[src/rtl/osc_ctrl_consts.svh]
// register offsets, field positions, reset values and timing counts
`ifndef OSC_CTRL_CONSTS_SVH
`define OSC_CTRL_CONSTS_SVH
`define STATUS_OFFSET 32'h0000000c
`define CONTROL_OFFSET 32'h00000010
`define INT_FLAG_OFFSET 32'h00000020
`define INT_MASK_OFFSET 32'h00000024
`define CONTROL_RESET 16'h0080
`define CONTROL_WMASK 16'hffc6
`define BIT_ENABLE 1
`define BIT_PAD_SEL 2
`define BIT_STANDBY_RUN 6
`define BIT_GATED_RUN 7
`define BIT_AUTO_GAIN 11
`define GAIN_LSB 8
`define GAIN_MSB 10
`define STARTUP_LSB 12
`define STARTUP_MSB 15
`define SYNC_CYCLES 2'h3
`define GAIN_MAX_LEGAL 3'h4
`endif

[src/rtl/osc_ctrl_pkg.sv]
// types shared by the oscillator control logic
package osc_ctrl_pkg;
  typedef enum logic [3:0] {
    OSC_OFF = 4'h1,
    OSC_COUNT = 4'h2,
    OSC_SYNC = 4'h4,
    OSC_READY = 4'h8
  } osc_state_t;
endpackage : osc_ctrl_pkg

[src/rtl/crystal_oscillator_control.sv]
// control, start-up sequencing and status for the main crystal oscillator
//
// The AHB-Lite interface to the registers was decided locally.
`timescale 1ns/1ns
`include "osc_ctrl_consts.svh"
// How it works
// - ready flag lives in status bit 0
// - start-up counts 2^n slow-clock ticks
// - three oscillator cycles sync before ready
// - auto gain bit enables amplitude control
// - gain field 3 bits, codes 5-7 reserved
// - gain field ignored under auto gain
// - gated mode runs only on request
// - ungated mode runs whenever enabled, except in standby without keep-running
// - standby without keep-running stops oscillator
// - standby with keep-running follows gating
// - pad select: external clock or crystal
// - enable bit turns oscillator on
// - ready rise sets sticky interrupt flag
module crystal_oscillator_control (
  input wire logic hclk,
  input wire logic hresetn,
  input wire logic hsel,
  input wire logic [31:0] haddr,
  input wire logic [1:0] htrans,
  input wire logic hwrite,
  input wire logic [2:0] hsize,
  input wire logic [31:0] hwdata,
  input wire logic hready,
  output logic [31:0] hrdata,
  output logic hreadyout,
  output logic hresp,
  input wire logic slow_tick,
  input wire logic osc_clk_tick,
  input wire logic periph_clk_request,
  input wire logic standby_mode,
  output logic osc_run,
  output logic crystal_pad_select,
  output logic osc_output_pad_oe,
  output logic auto_gain_control_enable,
  output logic [2:0] osc_gain,
  output logic main_osc_ready_flag,
  output logic irq
);

  // ****************************************
  // register storage
  // ****************************************
  logic [15:0] control_reg;
  logic [15:0] control_next;
  logic int_flag_reg;
  logic int_flag_next;
  logic int_mask_reg;
  logic ready_reg;
  logic ready_prev_reg;
  logic [15:0] count_reg;
  logic [15:0] count_next;
  logic [1:0] sync_reg;
  logic [1:0] sync_next;
  osc_ctrl_pkg::osc_state_t state_reg;
  osc_ctrl_pkg::osc_state_t state_next;

  // ****************************************
  // ahb-lite slave
  // ****************************************
  logic wr_pend_reg;
  logic [31:0] addr_reg;
  wire addr_phase = hsel & hready & htrans[1];
  wire hit_status = (addr_reg == `STATUS_OFFSET);
  wire hit_control = (addr_reg == `CONTROL_OFFSET);
  wire hit_flag = (addr_reg == `INT_FLAG_OFFSET);
  wire hit_mask = (addr_reg == `INT_MASK_OFFSET);
  wire wr_control = wr_pend_reg & hit_control;
  wire wr_flag = wr_pend_reg & hit_flag;
  wire wr_mask = wr_pend_reg & hit_mask;
  wire [31:0] rd_mux = hit_status ? {31'h0, ready_reg} :
    hit_control ? {16'h0, control_reg} :
    hit_flag ? {31'h0, int_flag_reg} :
    hit_mask ? {31'h0, int_mask_reg} : 32'h0;

  // capture address phase; writes land one cycle later with hwdata
  always_ff @(posedge hclk or negedge hresetn) begin
    if (!hresetn) begin
      wr_pend_reg <= 1'b0;
      addr_reg <= 32'h0;
    end else begin
      wr_pend_reg <= addr_phase & hwrite;
      if (addr_phase) begin
        addr_reg <= haddr;
      end
    end
  end

  // read data registered: zero wait state would need combinational hrdata
  logic rd_pend_reg;
  always_ff @(posedge hclk or negedge hresetn) begin
    if (!hresetn) begin
      rd_pend_reg <= 1'b0;
      hrdata <= 32'h0;
      hreadyout <= 1'b1;
      hresp <= 1'b0;
    end else begin
      hresp <= 1'b0;
      if (addr_phase & ~hwrite) begin
        rd_pend_reg <= 1'b1;
        hreadyout <= 1'b0;
      end else if (rd_pend_reg) begin
        rd_pend_reg <= 1'b0;
        hrdata <= rd_mux;
        hreadyout <= 1'b1;
      end
    end
  end

  // ****************************************
  // control register
  // ****************************************
  // reserved gain codes fall back to the top legal code
  wire [2:0] gain_wr = hwdata[`GAIN_MSB:`GAIN_LSB];
  wire [2:0] gain_fix = (gain_wr > `GAIN_MAX_LEGAL) ? `GAIN_MAX_LEGAL : gain_wr;
  always_comb begin
    control_next = control_reg;
    if (wr_control) begin
      control_next = hwdata[15:0] & `CONTROL_WMASK;
      control_next[`GAIN_MSB:`GAIN_LSB] = gain_fix;
    end
  end

  always_ff @(posedge hclk or negedge hresetn) begin
    if (!hresetn) begin
      control_reg <= `CONTROL_RESET;
    end else begin
      control_reg <= control_next;
    end
  end

  // ****************************************
  // run decision
  // ****************************************
  wire en_bit = control_reg[`BIT_ENABLE];
  wire gated = control_reg[`BIT_GATED_RUN];
  wire keep_sb = control_reg[`BIT_STANDBY_RUN];
  wire demand_ok = ~gated | periph_clk_request;
  wire standby_ok = ~standby_mode | keep_sb;
  wire run_want = en_bit & demand_ok & standby_ok;
  wire [3:0] startup_code = control_reg[`STARTUP_MSB:`STARTUP_LSB];
  wire [15:0] startup_last = 16'((17'h1 << startup_code) - 17'h1);

  // ****************************************
  // start-up sequencer
  // ****************************************
  // slow_tick counts the start-up, osc_clk_tick the sync delay
  always_comb begin
    state_next = state_reg;
    count_next = count_reg;
    sync_next = sync_reg;
    case (state_reg)
      osc_ctrl_pkg::OSC_OFF: begin
        count_next = 16'h0;
        sync_next = 2'h0;
        if (run_want) begin
          state_next = osc_ctrl_pkg::OSC_COUNT;
        end
      end
      osc_ctrl_pkg::OSC_COUNT: begin
        if (slow_tick) begin
          if (count_reg == startup_last) begin
            state_next = osc_ctrl_pkg::OSC_SYNC;
          end else begin
            count_next = count_reg + 16'h1;
          end
        end
      end
      osc_ctrl_pkg::OSC_SYNC: begin
        if (osc_clk_tick) begin
          if (sync_reg == `SYNC_CYCLES - 2'h1) begin
            state_next = osc_ctrl_pkg::OSC_READY;
          end else begin
            sync_next = sync_reg + 2'h1;
          end
        end
      end
      osc_ctrl_pkg::OSC_READY: begin
        state_next = osc_ctrl_pkg::OSC_READY;
      end
      default: begin
        state_next = osc_ctrl_pkg::OSC_OFF;
      end
    endcase
    if (!run_want) begin
      state_next = osc_ctrl_pkg::OSC_OFF;
    end
  end

  always_ff @(posedge hclk or negedge hresetn) begin
    if (!hresetn) begin
      state_reg <= osc_ctrl_pkg::OSC_OFF;
      count_reg <= 16'h0;
      sync_reg <= 2'h0;
    end else begin
      state_reg <= state_next;
      count_reg <= count_next;
      sync_reg <= sync_next;
    end
  end

  // ****************************************
  // status and interrupt
  // ****************************************
  wire ready_now = (state_next == osc_ctrl_pkg::OSC_READY);
  wire ready_rise = ready_reg & ~ready_prev_reg;
  // set wins over a same-cycle write-one clear
  always_comb begin
    int_flag_next = int_flag_reg;
    if (wr_flag & hwdata[0]) begin
      int_flag_next = 1'b0;
    end
    if (ready_rise) begin
      int_flag_next = 1'b1;
    end
  end

  always_ff @(posedge hclk or negedge hresetn) begin
    if (!hresetn) begin
      ready_reg <= 1'b0;
      ready_prev_reg <= 1'b0;
      int_flag_reg <= 1'b0;
      int_mask_reg <= 1'b0;
      irq <= 1'b0;
    end else begin
      ready_reg <= ready_now;
      ready_prev_reg <= ready_reg;
      int_flag_reg <= int_flag_next;
      if (wr_mask) begin
        int_mask_reg <= hwdata[0];
      end
      irq <= int_flag_next & (wr_mask ? hwdata[0] : int_mask_reg);
    end
  end

  // ****************************************
  // oscillator-facing outputs
  // ****************************************
  // gain is forced unused under auto control; analog side ignores it too
  always_ff @(posedge hclk or negedge hresetn) begin
    if (!hresetn) begin
      osc_run <= 1'b0;
      crystal_pad_select <= 1'b0;
      osc_output_pad_oe <= 1'b0;
      auto_gain_control_enable <= 1'b0;
      osc_gain <= 3'h0;
      main_osc_ready_flag <= 1'b0;
    end else begin
      osc_run <= run_want;
      crystal_pad_select <= control_next[`BIT_PAD_SEL];
      osc_output_pad_oe <= control_next[`BIT_PAD_SEL] & run_want;
      auto_gain_control_enable <= control_next[`BIT_AUTO_GAIN] & run_want;
      osc_gain <= control_next[`BIT_AUTO_GAIN] ? 3'h0 :
        control_next[`GAIN_MSB:`GAIN_LSB];
      main_osc_ready_flag <= ready_now;
    end
  end

  // ****************************************
  // checks
  // ****************************************
  property p_ready_needs_run;
    @(posedge hclk) disable iff (!hresetn) ready_reg |-> $past(run_want);
  endproperty
  a_ready_needs_run: assert property (p_ready_needs_run) else $error("ready without run");

  property p_stop_clears;
    @(posedge hclk) disable iff (!hresetn) !run_want |=> !ready_reg;
  endproperty
  a_stop_clears: assert property (p_stop_clears) else $error("ready kept after stop");

  property p_irq_rise;
    @(posedge hclk) disable iff (!hresetn) ready_rise |=> int_flag_reg;
  endproperty
  a_irq_rise: assert property (p_irq_rise) else $error("flag not set");

  property p_gain_ignored;
    @(posedge hclk) disable iff (!hresetn) control_reg[`BIT_AUTO_GAIN] |-> osc_gain == 3'h0;
  endproperty
  a_gain_ignored: assert property (p_gain_ignored) else $error("gain used under auto");

  property p_gain_legal;
    @(posedge hclk) disable iff (!hresetn) control_reg[`GAIN_MSB:`GAIN_LSB] <= `GAIN_MAX_LEGAL;
  endproperty
  a_gain_legal: assert property (p_gain_legal) else $error("reserved gain");

  property p_standby_off;
    @(posedge hclk) disable iff (!hresetn) (standby_mode && !keep_sb) |=> !osc_run;
  endproperty
  a_standby_off: assert property (p_standby_off) else $error("runs in standby");

  property p_gated_off;
    @(posedge hclk) disable iff (!hresetn) (gated && !periph_clk_request) |=> !osc_run;
  endproperty
  a_gated_off: assert property (p_gated_off) else $error("runs without request");

  property p_sync_wait;
    @(posedge hclk) disable iff (!hresetn)
      $rose(state_reg == osc_ctrl_pkg::OSC_SYNC) |-> !ready_reg [*3];
  endproperty
  a_sync_wait: assert property (p_sync_wait) else $error("ready too early");

endmodule : crystal_oscillator_control

[config.mk]
export PLATFORM = sky130hd
export DESIGN_NAME = crystal_oscillator_control
export DESIGN_NICKNAME = d
export VERILOG_FILES = /design/src/rtl/osc_ctrl_pkg.sv /design/src/rtl/crystal_oscillator_control.sv
export VERILOG_INCLUDE_DIRS = /design/src /design/src/rtl
export SDC_FILE = /design/constraint.sdc
export NUM_CORES = 1
export LEC_CHECK = 0
export BUFFER_PORTS_ARGS = -buffer_cell sky130_fd_sc_hd__buf_2
export CAP_MARGIN = 20
export CORE_ASPECT_RATIO = 1.2
export CORE_MARGIN = 2
export CORE_UTILIZATION = 28
export CTS_BUF_LIST = sky130_fd_sc_hd__clkbuf_2
export CTS_CLUSTER_SIZE = 40
export DETAILED_ROUTE_END_ITERATION = 6
export SLEW_MARGIN = 40
export SYNTH_ARGS = -nofsm -noshare
export SYNTH_HDL_FRONTEND = slang
export SYNTH_SLANG_ARGS = --single-unit
[constraint.sdc]
create_clock -name hclk -period 8.7 [get_ports hclk]
set_clock_uncertainty 0.05 [all_clocks]
set_input_delay 0.435 -clock hclk [delete_from_list [all_inputs] [get_ports hclk]]
set_output_delay 0.435 -clock hclk [all_outputs]
set_load 0.1 [all_outputs]
==> results by group, run 1 <==
Synthesis
  – Synth async-reset ratio: 1.00
  – Mapped Cells: 447
  – Part of the Yosys area used for sequential elements: 0.488
  – Top FF cell, synth: dfrtp_1
  – Avg Synthesized Cell Area: 10.7 um^2
  – Synth unique cells: 67
  – Synthesis Warnings: 0
  – Synthesized area: 4780 um^2
  – Register bit total from synthesis: 93
  – Number of synthesized flops with an enable pin: 0

Global routing
  – Gr usage total: 0.128
  – Vias in the first global route: 3843
  – Largest net degree at the start of global routing: 59
  – First-pass GRT wire length: 18.3 mm
  – Initial antenna violation count: 1
  – Grt ovf: 0

Floorplanning
  – CORE AREA: 16800 um^2
  – Num rows: 52
  – Die H: 147 um
  – Die Area: 18100 um^2
  – Starting Density: 0.285
  – Die width: 123 um
  – Ports: 121

Place
  – Pre-CTS WS: 4450 ps
  – Placer congestion estimate: 0.813
  – DP Area: 5300 um^2
  – IO buf count: 77
  – Dpl hpwl: 8.29 mm

Pwr
  – LEAKAGE: 2.65 nW
  – Maximum vdd drop: 0.0563 mV
  – PD cells: 141 nW/um^2

Worst setup path
  – Worst-path fanout max: 28
  – CP required: 9160 ps
  – Worst path cell trace: nor3_1 > nand2_1 > ha_1 > or4b_4 > mux2_4 > nand4b_1 > nor4_1 > nand4bb_1 > nand2_1 > mux2i_1
  – Worst-case reg-to-reg path depth: 10
  – R2R Setup Slk: 4330 ps
  – Family with the most delay on the worst path: simple AND/OR/NAND/NOR gates
  – CP Launch Type: register
  – Worst setup path category: register to register
  – Slowest CP cell: dfrtp_1
  – CP bufs+invs: 0
  – Critical Path Sink Type: register
  – Reg2reg start: control_reg[15]$_DFFE_PN0P_
  – CP arrival: 4830 ps
  – CP most frequent cell: nand2_1
  – Reg2Reg Capture Point: count_reg[0]$_DFFE_PN0P_
  – Slowest stage delay, CP: 920 ps

Clocking
  – Worst-path clk slew: 240 ps
  – Clk sink count: 93
  – CTS Root Buffer Type: clkbuf_2
  – Clk_lat worst skew: 570 ps
  – Clock Path Buffers: 2
  – Cts repair resizes: 0
  – Htree depth: 3
  – TritonCTS Buffers: 9
  – TritonCTS clock tree: yes

Cells and area
  – Max reg flops: 32
  – Final-layout fill cell count: 1656
  – Finished Cell Area: 5830 um^2
  – Nets: 635
  – Layout cells sized above 1: 0.270
  – Area growth, synth to finish: 22.0%

Timing
  – Final worst setup slack: 4330 ps
  – FMAX: 0.229 GHz
  – # setup viols final: 0
  – Fin crit period: 4370 ps
  – Period utilisation layout: 0.503
  – Pins Over Slew Limit: 0
  – Slew HR: 0.468
  – Setup TNS: 0 ps
  – RSZ-0062 raised after global routing: false
  – Worst slew pin tran: 798 ps
  – Hold Slack: 53.7 ps
  – Final Hold Vio Count: 0

Detailed routing
  – Detailed Route WL: 11.6 mm
  – Drt first pass iters: 4
  – Residual DRC: 0
  – Starting DRT DRC Count: 223
  – Drt wl/cell: 15.0 um
  – Drt via density: 4.87
  – Antenna violation net count after detailed routing: 0
  – Vias after detailed routing: 3779

Worst hold path
  – Hold EP: control_reg[14]$_DFFE_PN0P_
  – Hold depth: 2
  – Hold_sp: hwdata[14]
  – HP Class: input pin to register

Job
  – Max cap viols: 0

Run status
  – Status: finished, final reports clean
[kinds of logic (layout without fill, tap and decap cells)]
group,after synthesis,after routing,synth area share
flops,93,93,0.488
other cells,1,21,0.000785
buf+inv,64,157,0.0699
xor+xnor,7,7,0.0128
mux,53,53,0.124
simple gates,139,139,0.165
fa+ha+maj,3,3,0.00786
compound gates,87,87,0.132
[power by group]
part	internal (mW)	total (mW)	leakage (nW)	switching (mW)
Sequential	0.463	0.481	1.19	0.0177
Combinational	0.0503	0.131	1.40	0.0807
Clock	0.0643	0.210	0.0611	0.146
[worst max-delay path by stage]
stage                                start                       end  slack, ps  cells after the start
3_3_place_gp   control_reg[15]$_DFFE_PN0P_  count_reg[5]$_DFFE_PN0P_       4530                     10
4_1_cts        control_reg[15]$_DFFE_PN0P_  count_reg[0]$_DFFE_PN0P_       4410                     10
2_1_floorplan  control_reg[15]$_DFFE_PN0P_    state_reg[1]$_DFF_PN0_       5400                     14
5_1_grt        control_reg[15]$_DFFE_PN0P_  count_reg[1]$_DFFE_PN0P_       3970                     10
6_report       control_reg[15]$_DFFE_PN0P_  count_reg[0]$_DFFE_PN0P_       4330                     10
3_5_place_dp   control_reg[15]$_DFFE_PN0P_  count_reg[0]$_DFFE_PN0P_       4450                     10
[metrics by stage]
stage / util / cells / total power, mW
final: 0.347 / 776 / 0.822
after floorplan: - / 466 / 0.576
after CTS: 0.342 / 768 / 0.831
after global routing: 0.347 / 775 / 0.867
after global placement: 0.315 / 717 / 0.599
after detailed placement: 0.316 / 718 / 0.605
[worst reg2reg max path, stage by stage, from the launching register on]
cell,delay [ps]
dfrtp_1,920
nor3_1,200
nand2_1,120
ha_1,500
or4b_4,550
mux2_4,210
nand4b_1,110
nor4_1,410
nand4bb_1,670
nand2_1,380
mux2i_1,210
[final cells by class]
cell class	count	area [um^2]	area share
sequential	93	2330	0.400
multi-input combinational	309	2200	0.377
timing repair buffer	124	853	0.146
tap	216	270	0.0463
clock inverter	7	65.1	0.0112
inverter	17	63.8	0.0109
clock buffer	9	45.0	0.00772
antenna	1	2.50	0.000429
[routing by layer]
metal  wire length [um]  GRT usage  vias to the layer above
met5                  0          0                        -
met4                206     0.0386                        0
met3                729     0.0373                       15
met2               5840      0.226                       89
met1               4850      0.148                     1874
li1                   -          -                     1801
[synth_stat cells, drive strengths merged (10+ instances only)]
cell	instances	share of area
and2	10	0.013
a21oi	14	0.015
dfrtp	90	0.47
clkbuf	21	0.016
nor4	10	0.013
nor2	26	0.020
inv	17	0.013
mux2	45	0.11
o21ai	17	0.018
buf	26	0.040
a22o	12	0.022
nand2	28	0.022
[cell usage in the layout, fill, tap and decap left out, types with 4 or more instances in the layout]
cell type / netlist / layout
a211oi_1: 7 / 7
a21oi_1: 14 / 14
a22o_1: 12 / 12
a31o_1: 5 / 5
and2_1: 9 / 9
buf_2: 3 / 76
buf_4: 20 / 7
clkbuf_2: 0 / 9
conb_1: 1 / 20
dfrtp_1: 90 / 89
dlygate4sd3_1: 0 / 40
inv_1: 17 / 17
mux2_2: 43 / 43
mux2i_1: 8 / 8
nand2_1: 28 / 28
nand2b_1: 8 / 8
nand3_1: 7 / 7
nand3b_1: 5 / 5
nand4_1: 8 / 8
nor2_1: 26 / 26
nor3_1: 7 / 7
nor4_1: 10 / 9
o21ai_0: 14 / 14
o31ai_1: 4 / 4
or3_1: 4 / 4
xor2_1: 4 / 4
[what timing repair did]
item | in CTS | in global routing
endpoints found under the hold margin | 69 | 6
setup buffers | 0 | 0
hold buffers | 34 | 6
No activity file was read; power rests on OpenSTA's default activity.
==> inputs of run 2 (changes only) <==
- clock period: 8.7 -> 4 ns (I/O delays scaled with it)
==> run 2 against run 1 <==
Clock power up 150%. Via count rose by 0.95%. Critical path depth stayed put. Routed wire length is 2.1% higher. Highest routed layer unchanged. Final area up 3.4%. Largest cell class unchanged. Non-clock buffer count up 19. Sequential power is 120% higher. Total power is 130% higher.
==> results by group, run 2 (synthesized netlist as in run 1, its figures left out) <==
Cells and area
  – Nets: 654
  – FF+latch area: 2330 um^2
  – Final-layout fill cell count: 1667
  – Most frequent cells in the layout: 90 x dfrtp_1, 76 x buf_2, 53 x dlygate4sd3_1
  – Most common cell after layout, fill and taps aside: dfrtp_1
  – Max reg flops: 32
  – Area growth, synth to finish: 26.2%
  – Area occupied by multi-input gates: 2200 um^2
  – Layout cells sized above 1: 0.275

Detailed routing
  – Detailed Route WL: 11.9 mm
  – Antenna violation net count after detailed routing: 0
  – Residual DRC: 0
  – Vias after detailed routing: 3815
  – Drt first pass iters: 4
  – Drt via density: 4.80
  – Starting DRT DRC Count: 188
  – Drt wl/cell: 14.9 um

Clocking
  – Clk_lat worst skew: 590 ps
  – TritonCTS Buffers: 9
  – TritonCTS clock tree: yes
  – Htree depth: 3
  – Clk sink count: 93
  – CTS Root Buffer Type: clkbuf_2
  – Cts hold-fix bufs: 52
  – Worst-path clk slew: 290 ps
  – Clock Path Buffers: 2
  – Post-CTS Setup Bufs: 0
  – Cts repair resizes: 0

Floorplanning
  – Die width: 123 um
  – CORE AREA: 16800 um^2
  – Die Area: 18100 um^2
  – Starting Density: 0.285
  – Ports: 121
  – Die H: 147 um
  – Num rows: 52

Worst setup path
  – CP Launch Type: register
  – R2R Setup Slk: 410 ps
  – CP required: 4440 ps
  – Critical Path End: count_reg[13]$_DFFE_PN0P_
  – CP arrival: 4030 ps
  – Worst setup path category: register to register
  – Critical Path Sink Type: register
  – Reg2Reg Capture Point: count_reg[13]$_DFFE_PN0P_
  – Worst-path fanout max: 10
  – Worst-case reg-to-reg path depth: 10
  – Reg2reg start: control_reg[13]$_DFFE_PN0P_
  – Critical path launch point: control_reg[13]$_DFFE_PN0P_

Worst hold path
  – Hold depth: 4
  – HP Class: input pin to register

Pwr
  – P_sw: 0.574 mW
  – Gate power share: 0.158
  – PD cells: 308 nW/um^2
  – Seq pwr share: 0.563
  – Sw Ratio: 0.309
  – Clock power share: 0.279
  – LEAKAGE: 2.75 nW
  – Internal power: 1.29 mW
  – Maximum vdd drop: 0.142 mV

Global routing
  – Initial antenna violation count: 1
  – Gr usage total: 0.131
  – First-pass GRT wire length: 18.8 mm
  – Largest net degree at the start of global routing: 59
  – Vias in the first global route: 3854
  – Grt ovf: 0

Timing
  – Pins Over Slew Limit: 0
  – Setup TNS: 0 ps
  – RSZ-0062 raised after global routing: false
  – Hold Slack: 31.7 ps
  – FMAX: 0.278 GHz
  – # setup viols final: 0
  – Worst slew pin tran: 597 ps
  – Slew HR: 0.599
  – Period utilisation layout: 0.898
  – Final Hold Vio Count: 0
  – Fin crit period: 3590 ps

Job
  – Max cap viols: 0

Run status
  – Status: finished, final reports clean

Place
  – Placer congestion estimate: 0.811
  – Dpl hpwl: 8.55 mm
  – IO buf count: 77
==> run 2: final cells by class <==
cell class / instances / area share
Antenna cell: 1 / 0.000415
Timing Repair Buffer: 143 / 0.171
Multi-Input combinational cell: 309 / 0.365
Clock buffer: 9 / 0.00747
Sequential cell: 93 / 0.386
Tap cell: 216 / 0.0448
Clock inverter: 7 / 0.0151
Inverter: 17 / 0.0106
==> run 2: metal layers <==
layer | up-vias | global-route usage | share of wire
met2 | 88 | 0.229 | 0.50
li1 | 1848 | - | -
met4 | 0 | 0.0369 | 0.011
met3 | 13 | 0.0338 | 0.059
met5 | - | 0 | 0
met1 | 1866 | 0.157 | 0.43
==> run 2: how the worst min path moves through the flow <==
stage                        from                            end  slack (ps)
3_3_place_gp              hresetn       addr_reg[15]$_DFFE_PN0P_         240
6_report       periph_clk_request  main_osc_ready_flag$_DFF_PN0_          30
2_1_floorplan             hresetn        addr_reg[0]$_DFFE_PN0P_        -150
5_1_grt        periph_clk_request         state_reg[3]$_DFF_PN0_          20
4_1_cts        periph_clk_request  main_osc_ready_flag$_DFF_PN0_          10
3_5_place_dp              hresetn       addr_reg[25]$_DFFE_PN0P_         260
==> run 2: metrics by stage <==
step,utilization,total power [mW],setup slack (ps),area (um^2),instances
after floorplan,-,1.25,702,4850,466
after global placement,0.318,1.30,539,5340,723
after detailed placement,0.318,1.32,523,5340,724
after CTS,0.357,1.89,432,6000,792
after global routing,0.359,1.96,217,6030,795
final,0.359,1.86,408,6030,795
==> run 2: critical path, stage by stage, from the launching register on <==
cell and delay (ps):
dfrtp_1 550, nor3_1 340, nand2_1 100, ha_1 300, or4b_1 610, nand4_1 130
nand4b_1 100, nor4_1 390, and4bb_1 470, nor3_1 120, mux2_1 320
==> run 2: power by group through the flow <==
| stage | Combinational [mW] | Sequential [mW] | Clock (mW) |
|---|---|---|---|
| floorplan | 0.182 | 1.07 | 0 |
| global placement | 0.247 | 1.06 | 0 |
| detailed placement | 0.255 | 1.06 | 0 |
| CTS | 0.295 | 1.05 | 0.547 |
| global route | 0.317 | 1.05 | 0.590 |
| finish | 0.294 | 1.05 | 0.519 |
